File: config.mk
export PLATFORM = sky130hd
export DESIGN_NAME = epr_port
export DESIGN_NICKNAME = d
export VERILOG_FILES = /design/src/epr_pkg.sv /design/src/epr_rx_check.sv /design/src/epr_port.sv
export SDC_FILE = /design/constraint.sdc
export NUM_CORES = 1
export LEC_CHECK = 0
export ABC_AREA = 1
export BUFFER_PORTS_ARGS = -buffer_cell sky130_fd_sc_hd__buf_4
export CELL_PAD_IN_SITES_DETAIL_PLACEMENT = 0
export CELL_PAD_IN_SITES_GLOBAL_PLACEMENT = 1
export CORE_MARGIN = 5
export CORE_UTILIZATION = 40
export DETAILED_ROUTE_END_ITERATION = 8
export PLACE_DENSITY = 0.86
export SLEW_MARGIN = 15
export SYNTH_ARGS = -nofsm -noshare
export SYNTH_HDL_FRONTEND = slang
export SYNTH_SLANG_ARGS = --single-unit
File: constraint.sdc
create_clock -name clock -period 2.5 [get_ports clock]
set_input_delay 0.25 -clock clock [delete_from_list [all_inputs] [get_ports clock]]
set_output_delay 0.25 -clock clock [all_outputs]
set_load 0.03 [all_outputs]
File: src/epr_pkg.sv
package epr_pkg;
    // register byte addresses
    localparam logic [7:0] A_CTRL  = 8'h00;
    localparam logic [7:0] A_LINE  = 8'h04;
    localparam logic [7:0] A_RXCFG = 8'h08;
    localparam logic [7:0] A_MACLO = 8'h0C;
    localparam logic [7:0] A_MACHI = 8'h10;
    localparam logic [7:0] A_IP    = 8'h14;
    localparam logic [7:0] A_VLAN  = 8'h18;
    localparam logic [7:0] A_PWD   = 8'h1C;
    localparam logic [7:0] A_STAT  = 8'h20;
    localparam logic [7:0] A_PRE   = 8'h24;
    localparam logic [7:0] A_IFG   = 8'h28;
    localparam logic [7:0] A_OVS   = 8'h2C;
    localparam logic [7:0] A_QUANT = 8'h30;
    // control bit positions
    localparam int C_PAUSE = 0;
    localparam int C_ECHO  = 1;
    localparam int C_NS    = 2;
    localparam int C_ARP   = 3;
    localparam int C_PING  = 4;
    localparam int C_LF    = 5;
    localparam int C_IGPRE = 6;
    localparam int C_IFGF  = 7;
    localparam int C_RFAN  = 8;
    localparam int C_IB    = 9;
    localparam int C_VLAN  = 10;
    localparam int C_STRM  = 11;
    localparam int C_DMAC  = 12;
    localparam int C_W     = 13;
    // line rate codes
    localparam logic [2:0] R_10M  = 3'h0;
    localparam logic [2:0] R_100M = 3'h1;
    localparam logic [2:0] R_1G   = 3'h2;
    localparam logic [2:0] R_10GL = 3'h3;
    localparam logic [2:0] R_10GW = 3'h4;
    localparam logic [2:0] R_25G  = 3'h5;
    localparam logic [2:0] R_40G  = 3'h6;
    localparam logic [2:0] R_100G = 3'h7;
    // receiver limits and reset values
    localparam logic [3:0]  PRE_DEF = 4'h8;
    localparam logic [3:0]  PRE_MIN = 4'h3;
    localparam logic [3:0]  PRE_MAX = 4'hF;
    localparam logic [3:0]  IFG_DEF = 4'hC;
    localparam logic [3:0]  IFG_MIN = 4'h8;
    localparam logic [3:0]  IFG_MAX = 4'hF;
    localparam logic [13:0] JMB_DEF = 14'd9018;
    localparam logic [13:0] JMB_MIN = 14'd1519;
    localparam logic [13:0] JMB_MAX = 14'd16000;
    // in-band header constants
    localparam logic [7:0]  IB_TOS  = 8'h00;
    localparam logic [7:0]  IB_TTL  = 8'd20;
    localparam logic [15:0] IB_TPID = 16'h8100;
    localparam logic [2:0]  IB_PCP  = 3'h0;
    localparam logic [3:0]  PWD_MIN = 4'h4;
    localparam logic [3:0]  PWD_MAX = 4'h8;
    // 512 bit times at 1 Gb/s over a 20 ns clock
    localparam logic [15:0] QNT_DEF = 16'd26;
    localparam logic [47:0] MAC_DEF = 48'h0;

    typedef enum logic [1:0] {RK_ECHO, RK_ARP, RK_NS} epr_kind_t;
    typedef enum logic [1:0] {TX_IDLE, TX_STREAM, TX_RFAULT} epr_txm_t;

    typedef struct packed {
        logic        pause;
        logic [15:0] quanta;
        logic        echo;
        logic        arp;
        logic        ns;
    } epr_rx_ev_t;

    typedef struct packed {
        logic pre;
        logic dat;
        logic idle;
    } epr_rx_byte_t;

    typedef struct packed {
        logic        valid;
        epr_kind_t   kind;
        logic [47:0] mac;
        logic [31:0] ip;
    } epr_reply_t;

    typedef struct packed {
        logic        en;
        logic        vlan_en;
        logic [15:0] tpid;
        logic [2:0]  pcp;
        logic        dei;
        logic [11:0] vid;
        logic [7:0]  tos;
        logic [7:0]  ttl;
        logic [47:0] mac;
        logic [31:0] ip;
    } epr_inband_t;
endpackage

File: src/epr_rx_check.sv
`timescale 1ns/1ps
`default_nettype none
module epr_rx_check (
    // clock and reset
    input  wire logic                  clock,
    input  wire logic                  rst,
    // settings
    input  wire logic                  chk_en,
    input  wire logic                  ign_pre,
    input  wire logic                  ifg_hide,
    input  wire logic [3:0]            pre_len,
    input  wire logic [3:0]            ifg_min,
    input  wire logic [13:0]           jumbo,
    // byte stream
    input  wire epr_pkg::epr_rx_byte_t rx,
    // violation pulses
    output logic                       pre_viol,
    output logic                       ifg_viol,
    output logic                       oversize
);
    import epr_pkg::*;

    logic [4:0]  pre_cnt_ff;
    logic [4:0]  ifg_cnt_ff;
    logic [13:0] len_ff;
    logic        in_pre_ff;
    logic        in_dat_ff;
    logic        seen_ff;

    always_ff @(posedge clock) begin
        if (rst) begin
            pre_cnt_ff <= 5'h0;
            in_pre_ff  <= 1'b0;
        end else if (rx.pre) begin
            pre_cnt_ff <= in_pre_ff ? pre_cnt_ff + ((pre_cnt_ff == 5'h1F) ? 5'h0 : 5'h1) : 5'h1;
            in_pre_ff  <= 1'b1;
        end else if (rx.dat | rx.idle) begin
            in_pre_ff  <= 1'b0;
        end
    end

    // gap measured in idle bytes; the first frame after reset has no gap to judge
    always_ff @(posedge clock) begin
        if (rst) begin
            ifg_cnt_ff <= 5'h0;
            seen_ff    <= 1'b0;
        end else if (rx.idle) begin
            ifg_cnt_ff <= (ifg_cnt_ff == 5'h1F) ? ifg_cnt_ff : ifg_cnt_ff + 5'h1;
        end else if (rx.pre && !in_pre_ff) begin
            ifg_cnt_ff <= 5'h0;
            seen_ff    <= 1'b1;
        end
    end

    always_ff @(posedge clock) begin
        if (rst) begin
            len_ff    <= 14'h0;
            in_dat_ff <= 1'b0;
        end else if (rx.dat) begin
            len_ff    <= in_dat_ff ? len_ff + ((len_ff == 14'h3FFF) ? 14'h0 : 14'h1) : 14'h1;
            in_dat_ff <= 1'b1;
        end else if (rx.idle | rx.pre) begin
            in_dat_ff <= 1'b0;
        end
    end

    always_ff @(posedge clock) begin
        if (rst) begin
            pre_viol <= 1'b0;
            ifg_viol <= 1'b0;
            oversize <= 1'b0;
        end else begin
            pre_viol <= chk_en && rx.dat && in_pre_ff && !ign_pre
                        && pre_cnt_ff != {1'b0, pre_len};
            ifg_viol <= chk_en && rx.pre && !in_pre_ff && seen_ff && !ifg_hide
                        && ifg_cnt_ff < {1'b0, ifg_min};
            oversize <= (rx.idle | rx.pre) && in_dat_ff && len_ff > jumbo;
        end
    end
endmodule // epr_rx_check
`default_nettype wire

File: src/epr_port.sv
`timescale 1ns/1ps
`default_nettype none
module epr_port (
    // clock and reset
    input  wire logic                  clock,
    input  wire logic                  rst,
    // apb slave
    input  wire logic                  psel,
    input  wire logic                  penable,
    input  wire logic                  pwrite,
    input  wire logic [7:0]            paddr,
    input  wire logic [31:0]           pwdata,
    output logic [31:0]                prdata,
    output logic                       pready,
    output logic                       pslverr,
    // receive side, from the frame parser and pcs
    input  wire epr_pkg::epr_rx_ev_t   rx_ev,
    input  wire epr_pkg::epr_rx_byte_t rx_byte,
    input  wire logic                  rx_local_fault,
    input  wire logic                  rx_remote_fault,
    input  wire logic                  an_lp_remote_fault,
    // port identity and neighbour ports
    input  wire logic [47:0]           hw_mac,
    input  wire logic                  inband_taken_other,
    // transmit control
    output logic                       tx_halt,
    output epr_pkg::epr_txm_t          tx_mode,
    output epr_pkg::epr_reply_t        reply,
    // in-band control channel setup and link partner fault status
    output epr_pkg::epr_inband_t       inband,
    output logic                       inband_owned,
    output logic                       lp_remote_fault
);
    import epr_pkg::*;

    logic [C_W-1:0]  ctrl_ff;
    logic [2:0]      rate_ff;
    logic            an_mode_ff;
    logic            if_ok_ff;
    logic [3:0]      pre_len_ff;
    logic [3:0]      ifg_min_ff;
    logic [13:0]     jumbo_ff;
    logic [47:0]     mac_ff;
    logic [31:0]     ip_ff;
    logic [11:0]     vid_ff;
    logic [3:0]      pwd_len_ff;
    logic            pwd_on_ff;
    logic [15:0]     quant_ff;
    logic [15:0]     pre_cnt_ff;
    logic [15:0]     ifg_cnt_ff;
    logic [15:0]     ovs_cnt_ff;
    logic [15:0]     qtick_ff;
    logic [15:0]     pause_left_ff;
    epr_txm_t        nxt_mode;
    logic            wr;
    logic            rd;
    logic            hit;
    logic            fast;
    logic            chk_en;
    logic            ib_ok;
    logic            pre_viol;
    logic            ifg_viol;
    logic            oversize;
    logic            force_rep;
    logic [31:0]     rdat;

    function automatic logic [15:0] sat_inc(input logic [15:0] v);
        sat_inc = (v == 16'hFFFF) ? v : v + 16'h1;
    endfunction

    function automatic logic in_rng4(input logic [3:0] v, input logic [3:0] lo,
                                     input logic [3:0] hi);
        in_rng4 = v >= lo && v <= hi;
    endfunction

    // pready answers in the second access cycle; writes land there, reads fetch a cycle early
    assign wr = psel && penable && pwrite && pready;
    assign rd = psel && penable && !pwrite && !pready;

    assign fast   = rate_ff >= R_10GL;
    assign chk_en = rate_ff <= R_10GW;
    assign ib_ok  = rate_ff != R_10GW && !inband_taken_other;
    assign force_rep = ctrl_ff[C_PING];

    // ---- register writes ----
    always_ff @(posedge clock) begin
        if (rst) begin
            ctrl_ff <= '0;
        end else if (wr && paddr == A_CTRL) begin
            ctrl_ff <= pwdata[C_W-1:0];
            // refused when another port already holds the channel
            ctrl_ff[C_IB] <= pwdata[C_IB] && ib_ok;
        end else if (!ib_ok) begin
            ctrl_ff[C_IB] <= 1'b0;
        end
    end

    always_ff @(posedge clock) begin
        if (rst) begin
            rate_ff    <= R_1G;
            an_mode_ff <= 1'b0;
            if_ok_ff   <= 1'b0;
        end else if (wr && paddr == A_LINE) begin
            rate_ff    <= pwdata[2:0];
            an_mode_ff <= pwdata[4];
            if_ok_ff   <= pwdata[5];
        end
    end

    // out-of-range limits are dropped and the old value kept
    always_ff @(posedge clock) begin
        if (rst) begin
            pre_len_ff <= PRE_DEF;
            ifg_min_ff <= IFG_DEF;
            jumbo_ff   <= JMB_DEF;
        end else if (wr && paddr == A_RXCFG) begin
            if (in_rng4(pwdata[3:0], PRE_MIN, PRE_MAX)) begin
                pre_len_ff <= pwdata[3:0];
            end
            if (in_rng4(pwdata[11:8], IFG_MIN, IFG_MAX)) begin
                ifg_min_ff <= pwdata[11:8];
            end
            if (pwdata[31:30] == 2'b00 && pwdata[29:16] >= JMB_MIN
                && pwdata[29:16] <= JMB_MAX) begin
                jumbo_ff <= pwdata[29:16];
            end
        end
    end

    always_ff @(posedge clock) begin
        if (rst) begin
            mac_ff <= MAC_DEF;
            ip_ff  <= 32'h0;
            vid_ff <= 12'h0;
        end else if (wr && paddr == A_MACLO) begin
            mac_ff[31:0] <= pwdata;
        end else if (wr && paddr == A_MACHI) begin
            mac_ff[47:32] <= pwdata[15:0];
        end else if (wr && paddr == A_IP) begin
            ip_ff <= pwdata;
        end else if (wr && paddr == A_VLAN) begin
            vid_ff <= pwdata[11:0];
        end
    end

    always_ff @(posedge clock) begin
        if (rst) begin
            pwd_len_ff <= PWD_MIN;
            pwd_on_ff  <= 1'b0;
            quant_ff   <= QNT_DEF;
        end else if (wr && paddr == A_PWD) begin
            pwd_on_ff <= pwdata[8];
            if (in_rng4(pwdata[3:0], PWD_MIN, PWD_MAX)) begin
                pwd_len_ff <= pwdata[3:0];
            end
        end else if (wr && paddr == A_QUANT && pwdata[15:0] != 16'h0) begin
            quant_ff <= pwdata[15:0];
        end
    end

    // ---- register reads and bus answer ----
    always_comb begin
        rdat = 32'h0;
        hit  = 1'b1;
        if (paddr == A_CTRL) begin
            rdat[C_W-1:0] = ctrl_ff;
        end else if (paddr == A_LINE) begin
            rdat[5:0] = {if_ok_ff, an_mode_ff, 1'b0, rate_ff};
        end else if (paddr == A_RXCFG) begin
            rdat = {2'b00, jumbo_ff, 4'h0, ifg_min_ff, 4'h0, pre_len_ff};
        end else if (paddr == A_MACLO) begin
            rdat = mac_ff[31:0];
        end else if (paddr == A_MACHI) begin
            rdat[15:0] = mac_ff[47:32];
        end else if (paddr == A_IP) begin
            rdat = ip_ff;
        end else if (paddr == A_VLAN) begin
            rdat[11:0] = vid_ff;
        end else if (paddr == A_PWD) begin
            rdat[8:0] = {pwd_on_ff, 4'h0, pwd_len_ff};
        end else if (paddr == A_STAT) begin
            rdat[7:0] = {inband_owned, lp_remote_fault, rx_remote_fault,
                         rx_local_fault, tx_halt, 1'b0, tx_mode};
        end else if (paddr == A_PRE) begin
            rdat[15:0] = pre_cnt_ff;
        end else if (paddr == A_IFG) begin
            rdat[15:0] = ifg_cnt_ff;
        end else if (paddr == A_OVS) begin
            rdat[15:0] = ovs_cnt_ff;
        end else if (paddr == A_QUANT) begin
            rdat[15:0] = quant_ff;
        end else begin
            hit = 1'b0;
        end
    end

    always_ff @(posedge clock) begin
        if (rst) begin
            pready  <= 1'b0;
            pslverr <= 1'b0;
            prdata  <= 32'h0;
        end else begin
            pready  <= psel && penable && !pready;
            pslverr <= psel && penable && !pready && !hit;
            if (rd) begin
                prdata <= rdat;
            end
        end
    end

    // ---- receiver checks ----
    epr_rx_check u_chk (
        .clock    (clock),
        .rst      (rst),
        .chk_en   (chk_en),
        .ign_pre  (ctrl_ff[C_IGPRE]),
        .ifg_hide (ctrl_ff[C_IFGF] && rate_ff == R_1G),
        .pre_len  (pre_len_ff),
        .ifg_min  (ifg_min_ff),
        .jumbo    (jumbo_ff),
        .rx       (rx_byte),
        .pre_viol (pre_viol),
        .ifg_viol (ifg_viol),
        .oversize (oversize)
    );

    // reading a counter clears it; a violation in that same cycle still counts
    always_ff @(posedge clock) begin
        if (rst) begin
            pre_cnt_ff <= 16'h0;
            ifg_cnt_ff <= 16'h0;
            ovs_cnt_ff <= 16'h0;
        end else begin
            if (rd && paddr == A_PRE) begin
                pre_cnt_ff <= {15'h0, pre_viol};
            end else if (pre_viol) begin
                pre_cnt_ff <= sat_inc(pre_cnt_ff);
            end
            if (rd && paddr == A_IFG) begin
                ifg_cnt_ff <= {15'h0, ifg_viol};
            end else if (ifg_viol) begin
                ifg_cnt_ff <= sat_inc(ifg_cnt_ff);
            end
            if (rd && paddr == A_OVS) begin
                ovs_cnt_ff <= {15'h0, oversize};
            end else if (oversize) begin
                ovs_cnt_ff <= sat_inc(ovs_cnt_ff);
            end
        end
    end

    // ---- pause: quantum tick divider and remaining quanta ----
    always_ff @(posedge clock) begin
        if (rst) begin
            qtick_ff <= 16'h0;
        end else if (pause_left_ff == 16'h0 || qtick_ff == quant_ff - 16'h1) begin
            qtick_ff <= 16'h0;
        end else begin
            qtick_ff <= qtick_ff + 16'h1;
        end
    end

    // a new pause frame restarts the period; zero quanta releases at once
    always_ff @(posedge clock) begin
        if (rst) begin
            pause_left_ff <= 16'h0;
            tx_halt       <= 1'b0;
        end else if (ctrl_ff[C_PAUSE] && rx_ev.pause) begin
            pause_left_ff <= rx_ev.quanta;
            tx_halt       <= rx_ev.quanta != 16'h0;
        end else if (pause_left_ff != 16'h0 && qtick_ff == quant_ff - 16'h1) begin
            pause_left_ff <= pause_left_ff - 16'h1;
            tx_halt       <= pause_left_ff != 16'h1;
        end else if (!ctrl_ff[C_PAUSE]) begin
            pause_left_ff <= 16'h0;
            tx_halt       <= 1'b0;
        end
    end

    // ---- request answering ----
    // one request per cycle; echo beats ARP beats NS if the parser ever flags two
    always_ff @(posedge clock) begin
        if (rst) begin
            reply <= '0;
        end else begin
            reply.valid <= 1'b0;
            reply.mac   <= mac_ff;
            reply.ip    <= ip_ff;
            if (rx_ev.echo && (ctrl_ff[C_ECHO] || force_rep)) begin
                reply.valid <= 1'b1;
                reply.kind  <= RK_ECHO;
            end else if (rx_ev.arp && (ctrl_ff[C_ARP] || force_rep)) begin
                reply.valid <= 1'b1;
                reply.kind  <= RK_ARP;
            end else if (rx_ev.ns && (ctrl_ff[C_NS] || force_rep)) begin
                reply.valid <= 1'b1;
                reply.kind  <= RK_NS;
            end
        end
    end

    // ---- link fault reaction ----
    always_comb begin
        nxt_mode = ctrl_ff[C_STRM] ? TX_STREAM : TX_IDLE;
        if (ctrl_ff[C_LF] && fast) begin
            case (tx_mode)
                TX_RFAULT, TX_IDLE, TX_STREAM: begin
                    if (rx_local_fault) begin
                        nxt_mode = TX_RFAULT;
                    end else if (rx_remote_fault) begin
                        nxt_mode = TX_IDLE;
                    end
                end
                default: nxt_mode = TX_IDLE;
            endcase
        end
    end

    always_ff @(posedge clock) begin
        if (rst) begin
            tx_mode <= TX_IDLE;
        end else begin
            tx_mode <= nxt_mode;
        end
    end

    // partner fault only meaningful on electrical or pluggable ports in autoneg
    always_ff @(posedge clock) begin
        if (rst) begin
            lp_remote_fault <= 1'b0;
        end else begin
            lp_remote_fault <= ctrl_ff[C_RFAN] && if_ok_ff && an_mode_ff
                               && an_lp_remote_fault;
        end
    end

    // ---- in-band channel header fields ----
    always_ff @(posedge clock) begin
        if (rst) begin
            inband       <= '0;
            inband_owned <= 1'b0;
        end else begin
            inband_owned    <= ctrl_ff[C_IB];
            inband.en       <= ctrl_ff[C_IB] && ib_ok;
            inband.vlan_en  <= ctrl_ff[C_VLAN];
            inband.tpid     <= IB_TPID;
            inband.pcp      <= IB_PCP;
            inband.dei      <= 1'b0;
            inband.vid      <= vid_ff;
            inband.tos      <= IB_TOS;
            inband.ttl      <= IB_TTL;
            inband.mac      <= ctrl_ff[C_DMAC] ? hw_mac : mac_ff;
            inband.ip       <= ip_ff;
        end
    end
endmodule // epr_port
`default_nettype wire

=== Word-level counts from Yosys, hierarchy flattened ===
Cells that the tools add are included.

* Register bits after elaboration: 483
* Output and inout port bits: 252

* Add/sub/neg operators: 9
* $lt $le $gt $ge: 12
* Eq/ne operators: 31
* Mux-type cells: 79
* Bitwise gates (word level): 10
* Reduce and logical (&&, ||, !) cells: 98

{| class="wikitable"
|+ Operator list
! operator !! count
|-
| two-way mux 16 bit || 11
|-
| two-way mux 128 bit || 1
|-
| two-way mux 8 bit || 10
|-
| adder 16 x 1 -> 16 bit (second input constant) || 4
|-
| two-way mux 32 bit || 2
|-
| logical AND 1 bit || 50
|-
| == test 16 bit (second input constant) || 3
|-
| two-way mux 48 bit || 1
|-
| nonzero test 16 bit || 3
|-
| == test 8 x 6 -> 1 bit (second input constant) || 5
|-
| two-way mux 1 bit || 35
|-
| == test 8 x 5 -> 1 bit (second input constant) || 4
|-
| subtractor 16 x 1 -> 16 bit (second input constant) || 2
|-
| AND reduction 2 bit || 14
|-
| two-way mux 26 bit || 1
|-
| two-way mux 5 bit || 4
|-
| two-way mux 19 bit || 1
|-
| == test 16 bit || 1
|-
| == test 8 x 4 -> 1 bit (second input constant) || 2
|-
| logical NOT 16 bit || 1
|-
| inequality test 16 x 1 -> 1 bit (second input constant) || 1
|-
| adder 14 bit || 1
|-
| == test 14 bit (second input constant) || 1
|-
| >= comparator 14 x 11 -> 1 bit (second input constant) || 1
|-
| other kinds (41) || 80
|}

=== Logic depth before layout (Yosys ltp) ===
* Word-level depth: 22
* Gate-level depth with buffers: 16
* Depth with buffers taken out: 16

=== Modules after synthesis ===
Synthesis repeated with hierarchy kept, for this count alone.

* Cell total of the unflattened synthesis: 2,716
* Area total of the unflattened synthesis: 19,967.9 um^2

{| class="wikitable"
|+ By module, submodules not included
! module !! times used !! cells an instance !! area each (um^2)
|-
| epr_port || 1 || 2,435 || 18,002.3
|-
| epr_rx_check || 1 || 281 || 1,965.6
|}

=== Worst setup path after synthesis ===
Ideal clock, no wire load.

* Path type: register -> register
* Start point: reg quant_ff[0]
* End point: reg pause_left_ff[0]
* Library setup time: 109 ps
* Data arrival time: 1,902 ps
* Required time: 2,391 ps
* Slack: 489 ps
* Cell stages (with the launch flop): 17
* Buffers on the path: 1
* Period minus slack after synthesis: 2,011 ps
* Cells stage by stage: dfxtp_1 > inv_2 > ha_1 > nand2_2 > nor2_1 > nand2_1 > nand2_1 > nand2_1 > nand2_2 > nand2_2 > nor3_4 > nand4_4 > buf_6 > nand2_1 > nand3_1 > nand2_1 > inv_1

* Longest elaborated chain between the ends: 5
* Elaborated cells between the ends (all ways): 6
* Classes of those cells: add/sub (1); eq/ne (2); mux (2); reduce/logical (1)

{| class="wikitable"
|+ Ends and longest elaborated chain
! element !! RTL line !! RTL
|-
| start, declared || epr_port.sv:48 || <nowiki>logic [15:0] quant_ff;</nowiki>
|-
| start signal, assigned || epr_port.sv:157 || <nowiki>quant_ff <= pwdata[15:0];</nowiki>
|-
| subtractor 16 x 1 -> 16 bit (*) || epr_port.sv:271 || <nowiki>end else if (pause_left_ff != 16'h0 && qtick_ff == quant_ff - 16'h1) begin</nowiki>
|-
| == test 16 bit (*) || epr_port.sv:271 ||
|-
| logical AND 1 bit (*) || epr_port.sv:271 ||
|-
| two-way mux 16 bit || epr_port.sv:271 ||
|-
| two-way mux 16 bit || epr_port.sv:268 || <nowiki>end else if (ctrl_ff[C_PAUSE] && rx_ev.pause) begin</nowiki>
|-
| end signal, assigned || epr_port.sv:269 || <nowiki>pause_left_ff <= rx_ev.quanta;</nowiki>
|-
| end signal, assigned || epr_port.sv:272 || <nowiki>pause_left_ff <= pause_left_ff - 16'h1;</nowiki>
|-
| end, declared || epr_port.sv:53 || <nowiki>logic [15:0] pause_left_ff;</nowiki>
|}

Mark *: on every way between the ends. The rest lies on a longest branch, timed or not.
A chain may end at the register's enable or synchronous reset.

=== Worst setup path in the final report ===
* Start point: reg pready
* End point: reg jumbo_ff[13]

* Longest elaborated chain between the ends: 3

{| class="wikitable"
|+ Ends and longest elaborated chain
! element !! RTL line !! RTL
|-
| start, declared || epr_port.sv:14 || <nowiki>output logic pready,</nowiki>
|-
| start signal, assigned || epr_port.sv:203 || <nowiki>pready <= psel && penable && !pready;</nowiki>
|-
| logical AND 1 bit || epr_port.sv:77 || <nowiki>assign wr = psel && penable && pwrite && pready;</nowiki>
|-
| logical AND 1 bit || epr_port.sv:116 || <nowiki>end else if (wr && paddr == A_RXCFG) begin</nowiki>
|-
| AND reduction 2 bit (no line) || -- ||
|-
| end signal, assigned || epr_port.sv:125 || <nowiki>jumbo_ff <= pwdata[29:16];</nowiki>
|-
| end, declared || epr_port.sv:42 || <nowiki>logic [13:0] jumbo_ff;</nowiki>
|}

No other way between the ends.

==> results_tabular.tex <==
\begin{tabular}{lr}
\hline
Metric & Value \\
\hline
\multicolumn{2}{l}{\textbf{Outcome}} \\
Run status & finished, final reports clean \\
\multicolumn{2}{l}{\textbf{Power}} \\
Switching portion of total power & 23.0\% \\
Total power after layout & 15.8 mW \\
Switching power & 3.64 mW \\
Internal Power & 12.2 mW \\
Maximum vdd drop & 462 uV \\
Ratio of total power to cell area & 620 nW/um\^{}2 \\
Clock network fraction of design power & 49.4\% \\
Portion of total power attributed to combinational logic & 5.2\% \\
Static Leakage & 10.7 nW \\
Part of the power in registers & 45.4\% \\
\multicolumn{2}{l}{\textbf{Setup path}} \\
Cell at the slowest stage of the critical path & sky130\_fd\_sc\_hd\_\_dlygate4sd3\_1 \\
Arrival time at the worst endpoint & 2920 ps \\
Slowest Stage Delay on Critical Path & 550 ps \\
Cell Chain, Critical Path & nand4\_1 -> inv\_1 -> nand2\_2 -> nor3\_4 -> nand3\_1 -> buf\_4 -> nand2\_1 -> o21ai\_1 -> dlygate4sd3\_1 -> nand2\_1 \\
Cell repeated most along the worst path & sky130\_fd\_sc\_hd\_\_nand2\_1 \\
Critical path capture point type & flip-flop \\
Worst Path Buf+Inv & 3 \\
Family with the most delay on the worst path & buffers and inverters \\
Critical path startpoint category & flip-flop \\
Data required, critical path & 3050 ps \\
Peak fanout along the critical path & 15 \\
Path type of the worst setup path & flip-flop to flip-flop \\
\multicolumn{2}{l}{\textbf{Timing}} \\
Tcrit/Tclk final & 94.9\% \\
Number of hold violations in the final report & 0 \\
Normalized max-slew margin & 57.8\% \\
Measured slew at the worst slew-check pin & 633 ps \\
Count of final max-slew check failures & 0 \\
Setup Total Neg Slack & 0 ps \\
Worst hold-check slack & 39.3 ps \\
Final-report setup violation count & 0 \\
Setup repair after global routing missed its margin & no \\
Time the worst path needs with I/O delays and setup & 2370 ps \\
Final Skew & 24.6 ps \\
Max frequency & 422 MHz \\
\multicolumn{2}{l}{\textbf{Synth}} \\
Async set-reset flop share out of synthesis & 0\% \\
Count of unique library cells instantiated by Yosys & 59 \\
Post-Synthesis Cell Area & 19800 sq um \\
Area share of the largest cell type after synthesis & 45.3\% \\
Mean instance size in the synthesized netlist & 7.53 sq um \\
EDFF count, synth & 0 \\
Leading area contributor after synthesis & sky130\_fd\_sc\_hd\_\_dfxtp\_1 \\
Sequential area share after synthesis & 45.3\% \\
Count of synthesis-stage warnings from yosys & 0 \\
Synth Flop Type & sky130\_fd\_sc\_hd\_\_dfxtp\_1 \\
Top cells by area, synth & sky130\_fd\_sc\_hd\_\_dfxtp\_1 45\%, sky130\_fd\_sc\_hd\_\_a21oi\_1 8.0\%, sky130\_fd\_sc\_hd\_\_nand2\_1 7.1\%, sky130\_fd\_sc\_hd\_\_o21ai\_0 6.2\%, sky130\_fd\_sc\_hd\_\_inv\_1 5.9\% \\
Number of cells produced by synthesis & 2629 \\
Count of state elements after synthesis & 448 \\
\multicolumn{2}{l}{\textbf{Clock network}} \\
TritonCTS clock tree & done \\
Clock latency at the later pin of the worst-skew pair & 610 ps \\
Buffers from clock root to sink, at most & 3 \\
Total clock buffers created by CTS & 50 \\
Clk sinks & 448 \\
Clock transition at the register clock pins on the worst setup and hold paths after CTS & 60 ps \\
H-Tree Depth & 2 \\
Root Driver & sky130\_fd\_sc\_hd\_\_clkbuf\_16 \\
\multicolumn{2}{l}{\textbf{Job}} \\
Max-capacitance violation count & 0 \\
\multicolumn{2}{l}{\textbf{Cells and area}} \\
Synth-to-layout area growth & 28.8\% \\
Design Area, Final & 25500 sq um \\
Sequential cell area & 8970 sq um \\
Final Net Count & 3171 \\
Number of fill cells in the layout & 4635 \\
Multi-input gate area in the final layout & 8820 sq um \\
Share of final-layout standard cells stronger than drive strength 1 & 18.0\% \\
\multicolumn{2}{l}{\textbf{Global routing}} \\
Initial antenna violation count & 2 \\
Largest net degree at the start of global routing & 141 \\
First-pass GRT wire length & 105 mm \\
Gr usage total & 24.7\% \\
Overflow after GRT & 0 \\
Via count of the first global-routing pass & 18603 \\
\multicolumn{2}{l}{\textbf{Place}} \\
Number of buffers added on ports & 339 \\
Placer's final routability congestion estimate & 0.959 \\
Post-detail-place hpwl & 52.0 mm \\
Post-place instance area & 22800 sq um \\
\multicolumn{2}{l}{\textbf{Floorplanning}} \\
Initial cell density of the core & 40.5\% \\
Die X-Extent & 233 um \\
Vertical die dimension & 233 um \\
Floorplan die area & 54100 sq um \\
Total core area & 49000 sq um \\
Number of placed I/O pins & 372 \\
Num rows & 81 \\
\multicolumn{2}{l}{\textbf{Detailed routing}} \\
Via Count & 19244 \\
Routed wire length per instance & 18.9 um \\
DRC viols & 0 \\
Final antenna-violating net count & 0 \\
Final wirelength & 70.3 mm \\
DR iter-0 viols & 1745 \\
Number of iterations in the first detailed-routing pass & 6 \\
Post-DR vias/cell & 5.17 \\
\multicolumn{2}{l}{\textbf{Min path}} \\
Worst min-delay path category & primary input to flip-flop \\
\hline
\end{tabular}
==> timing repair <==
action / in CTS / in global routing
endpoints found under the setup margin: 0 / 17
endpoints found under the hold margin: 133 / 0
hold buffers: 91 / 0
buffers inserted: 0 / 2
resized for setup: 0 / 5
==> flip-flops by register name, indices dropped and copies added (netlist names), 13 cells and up <==
signal and count:
jumbo_ff 14, ctrl_ff 13, pre_cnt_ff 16, u_chk.len_ff 14, prdata 32, ifg_cnt_ff 16
reply 51, ip_ff 32, quant_ff 16, mac_ff 48, inband 95, pause_left_ff 16
qtick_ff 16, ovs_cnt_ff 16
==> final timing paths <==
kind	startpoint	end	slack (ps)	cells past startpoint
min	pwdata[12]	quant_ff[12]$_SDFFE_PP0P_	40	3
max	pready$_SDFF_PP0_	jumbo_ff[13]$_SDFFE_PP1P_	130	10
max reg2reg	pready$_SDFF_PP0_	jumbo_ff[13]$_SDFFE_PP1P_	130	10
min reg2reg	ip_ff[17]$_SDFFE_PP0P_	inband[17]$_SDFF_PP0_	460	2
==> layout by cell type (no fill, tap or decap), types with 5 or more instances in the layout <==
cell,n
sky130_fd_sc_hd__dfxtp_1,448
sky130_fd_sc_hd__buf_4,385
sky130_fd_sc_hd__nand2_1,375
sky130_fd_sc_hd__a21oi_1,318
sky130_fd_sc_hd__inv_1,311
sky130_fd_sc_hd__nor2_1,258
sky130_fd_sc_hd__o21ai_0,245
sky130_fd_sc_hd__nand3_1,117
sky130_fd_sc_hd__dlygate4sd3_1,91
sky130_fd_sc_hd__clkbuf_16,50
sky130_fd_sc_hd__nor3_1,45
sky130_fd_sc_hd__nand4_1,38
sky130_fd_sc_hd__xor2_1,37
sky130_fd_sc_hd__conb_1,32
sky130_fd_sc_hd__ha_1,30
sky130_fd_sc_hd__a211oi_1,23
sky130_fd_sc_hd__o211ai_1,21
sky130_fd_sc_hd__o22ai_1,17
sky130_fd_sc_hd__nor2_2,15
sky130_fd_sc_hd__nor4_1,13
sky130_fd_sc_hd__nor2_4,13
sky130_fd_sc_hd__a21boi_1,13
sky130_fd_sc_hd__clkinv_2,12
sky130_fd_sc_hd__nand2_2,10
sky130_fd_sc_hd__o21ai_1,10
sky130_fd_sc_hd__inv_2,9
sky130_fd_sc_hd__clkbuf_1,9
sky130_fd_sc_hd__clkbuf_8,9
sky130_fd_sc_hd__o21a_1,8
sky130_fd_sc_hd__o2111ai_1,7
sky130_fd_sc_hd__or2_2,7
sky130_fd_sc_hd__nand3_2,7
sky130_fd_sc_hd__bufinv_16,7
sky130_fd_sc_hd__o221ai_1,6
sky130_fd_sc_hd__xnor2_1,6
sky130_fd_sc_hd__buf_12,6
sky130_fd_sc_hd__a31oi_1,5
==> final cells by class <==
type / instances / share of cell area [%]
Sequential cell: 448 / 35.2
Multi-Input combinational cell: 1715 / 34.6
Timing Repair Buffer: 482 / 15.4
Clock buffer: 68 / 5.52
Inverter: 323 / 4.77
Tap cell: 664 / 3.26
Clock inverter: 23 / 1.31
Antenna cell: 2 / 0.0196
==> power by group through the flow <==
stage / registers (mW) / clock network, mW / logic, mW
finish: 7.18 / 7.81 / 0.825
global route: 7.18 / 8.22 / 0.887
CTS: 7.18 / 7.95 / 0.813
detailed placement: 7.34 / 0 / 0.693
global placement: 7.34 / 0 / 0.686
floorplan: 7.35 / 0 / 0.368
==> cell usage after synthesis (2+ instances only) <==
| master | count |
|---|---|
| sky130_fd_sc_hd__a21oi_1 | 318 |
| sky130_fd_sc_hd__o21ai_0 | 245 |
| sky130_fd_sc_hd__nand3_1 | 117 |
| sky130_fd_sc_hd__nand2_4 | 3 |
| sky130_fd_sc_hd__nor3_1 | 45 |
| sky130_fd_sc_hd__inv_2 | 8 |
| sky130_fd_sc_hd__a221oi_1 | 2 |
| sky130_fd_sc_hd__nor2_1 | 261 |
| sky130_fd_sc_hd__or2_2 | 7 |
| sky130_fd_sc_hd__a41oi_1 | 3 |
| sky130_fd_sc_hd__buf_6 | 4 |
| sky130_fd_sc_hd__a21boi_1 | 13 |
| sky130_fd_sc_hd__nor3_4 | 2 |
| sky130_fd_sc_hd__nor2_2 | 12 |
| sky130_fd_sc_hd__clkbuf_1 | 86 |
| sky130_fd_sc_hd__nand2_1 | 376 |
| sky130_fd_sc_hd__buf_4 | 69 |
| sky130_fd_sc_hd__nand4_1 | 38 |
| sky130_fd_sc_hd__nand3b_1 | 3 |
| sky130_fd_sc_hd__inv_1 | 312 |
| sky130_fd_sc_hd__o21ai_1 | 10 |
| sky130_fd_sc_hd__nor2_4 | 12 |
| sky130_fd_sc_hd__clkinv_1 | 2 |
| sky130_fd_sc_hd__nor3b_1 | 4 |
| sky130_fd_sc_hd__dfxtp_1 | 448 |
| sky130_fd_sc_hd__nand2_2 | 9 |
| sky130_fd_sc_hd__xnor2_1 | 6 |
| sky130_fd_sc_hd__o22ai_1 | 17 |
| sky130_fd_sc_hd__o2111ai_1 | 7 |
| sky130_fd_sc_hd__buf_2 | 15 |
| sky130_fd_sc_hd__a211oi_1 | 23 |
| sky130_fd_sc_hd__xor2_1 | 37 |
| sky130_fd_sc_hd__o221ai_1 | 6 |
| sky130_fd_sc_hd__nor4_1 | 13 |
| sky130_fd_sc_hd__a21o_1 | 2 |
| sky130_fd_sc_hd__nand3_2 | 8 |
| sky130_fd_sc_hd__a31oi_1 | 5 |
| sky130_fd_sc_hd__ha_1 | 31 |
| sky130_fd_sc_hd__and2_1 | 2 |
| sky130_fd_sc_hd__a21oi_2 | 2 |
| sky130_fd_sc_hd__o211ai_1 | 21 |
| sky130_fd_sc_hd__o21a_1 | 8 |
==> stage by stage <==
stage | cells | setup WS (ps) | utilization (%)
floorplan | 2660 | 489 | -
global placement | 3538 | 97.6 | 46.6
detailed placement | 3538 | 62.0 | 46.6
CTS | 3720 | 45.3 | 52.0
global route | 3724 | 22.3 | 52.1
finish | 3725 | 128 | 52.1
==> kinds of logic (layout without fill, tap and decap cells) <==
family	count (synthesis)	count (layout)	share of synthesized area, %
and+or+nand+nor	917	918	20.7
DFF	448	448	45.3
xor gates and xnor gates	45	45	2.10
AOI/OAI and AO/OA	689	689	18.9
other	1	34	0.0189
adders and majority gates	31	31	1.96
buffers and inverters	498	896	11.0
==> per-layer routing <==
layer  vias to the layer above  GRT usage, %  wire length, um
li1                       9388             -                -
met1                      8927          30.4            28100
met2                       768          40.8            33000
met4                         0          11.1             3400
met5                         -             0                0
met3                       161          6.15             5750
==> worst min-delay path, cell delays in order <==
cell and delay, ps:
sky130_fd_sc_hd__buf_4 140, sky130_fd_sc_hd__o21ai_0 100, sky130_fd_sc_hd__a21oi_1 100
No activity file was read; power rests on OpenSTA's default activity.
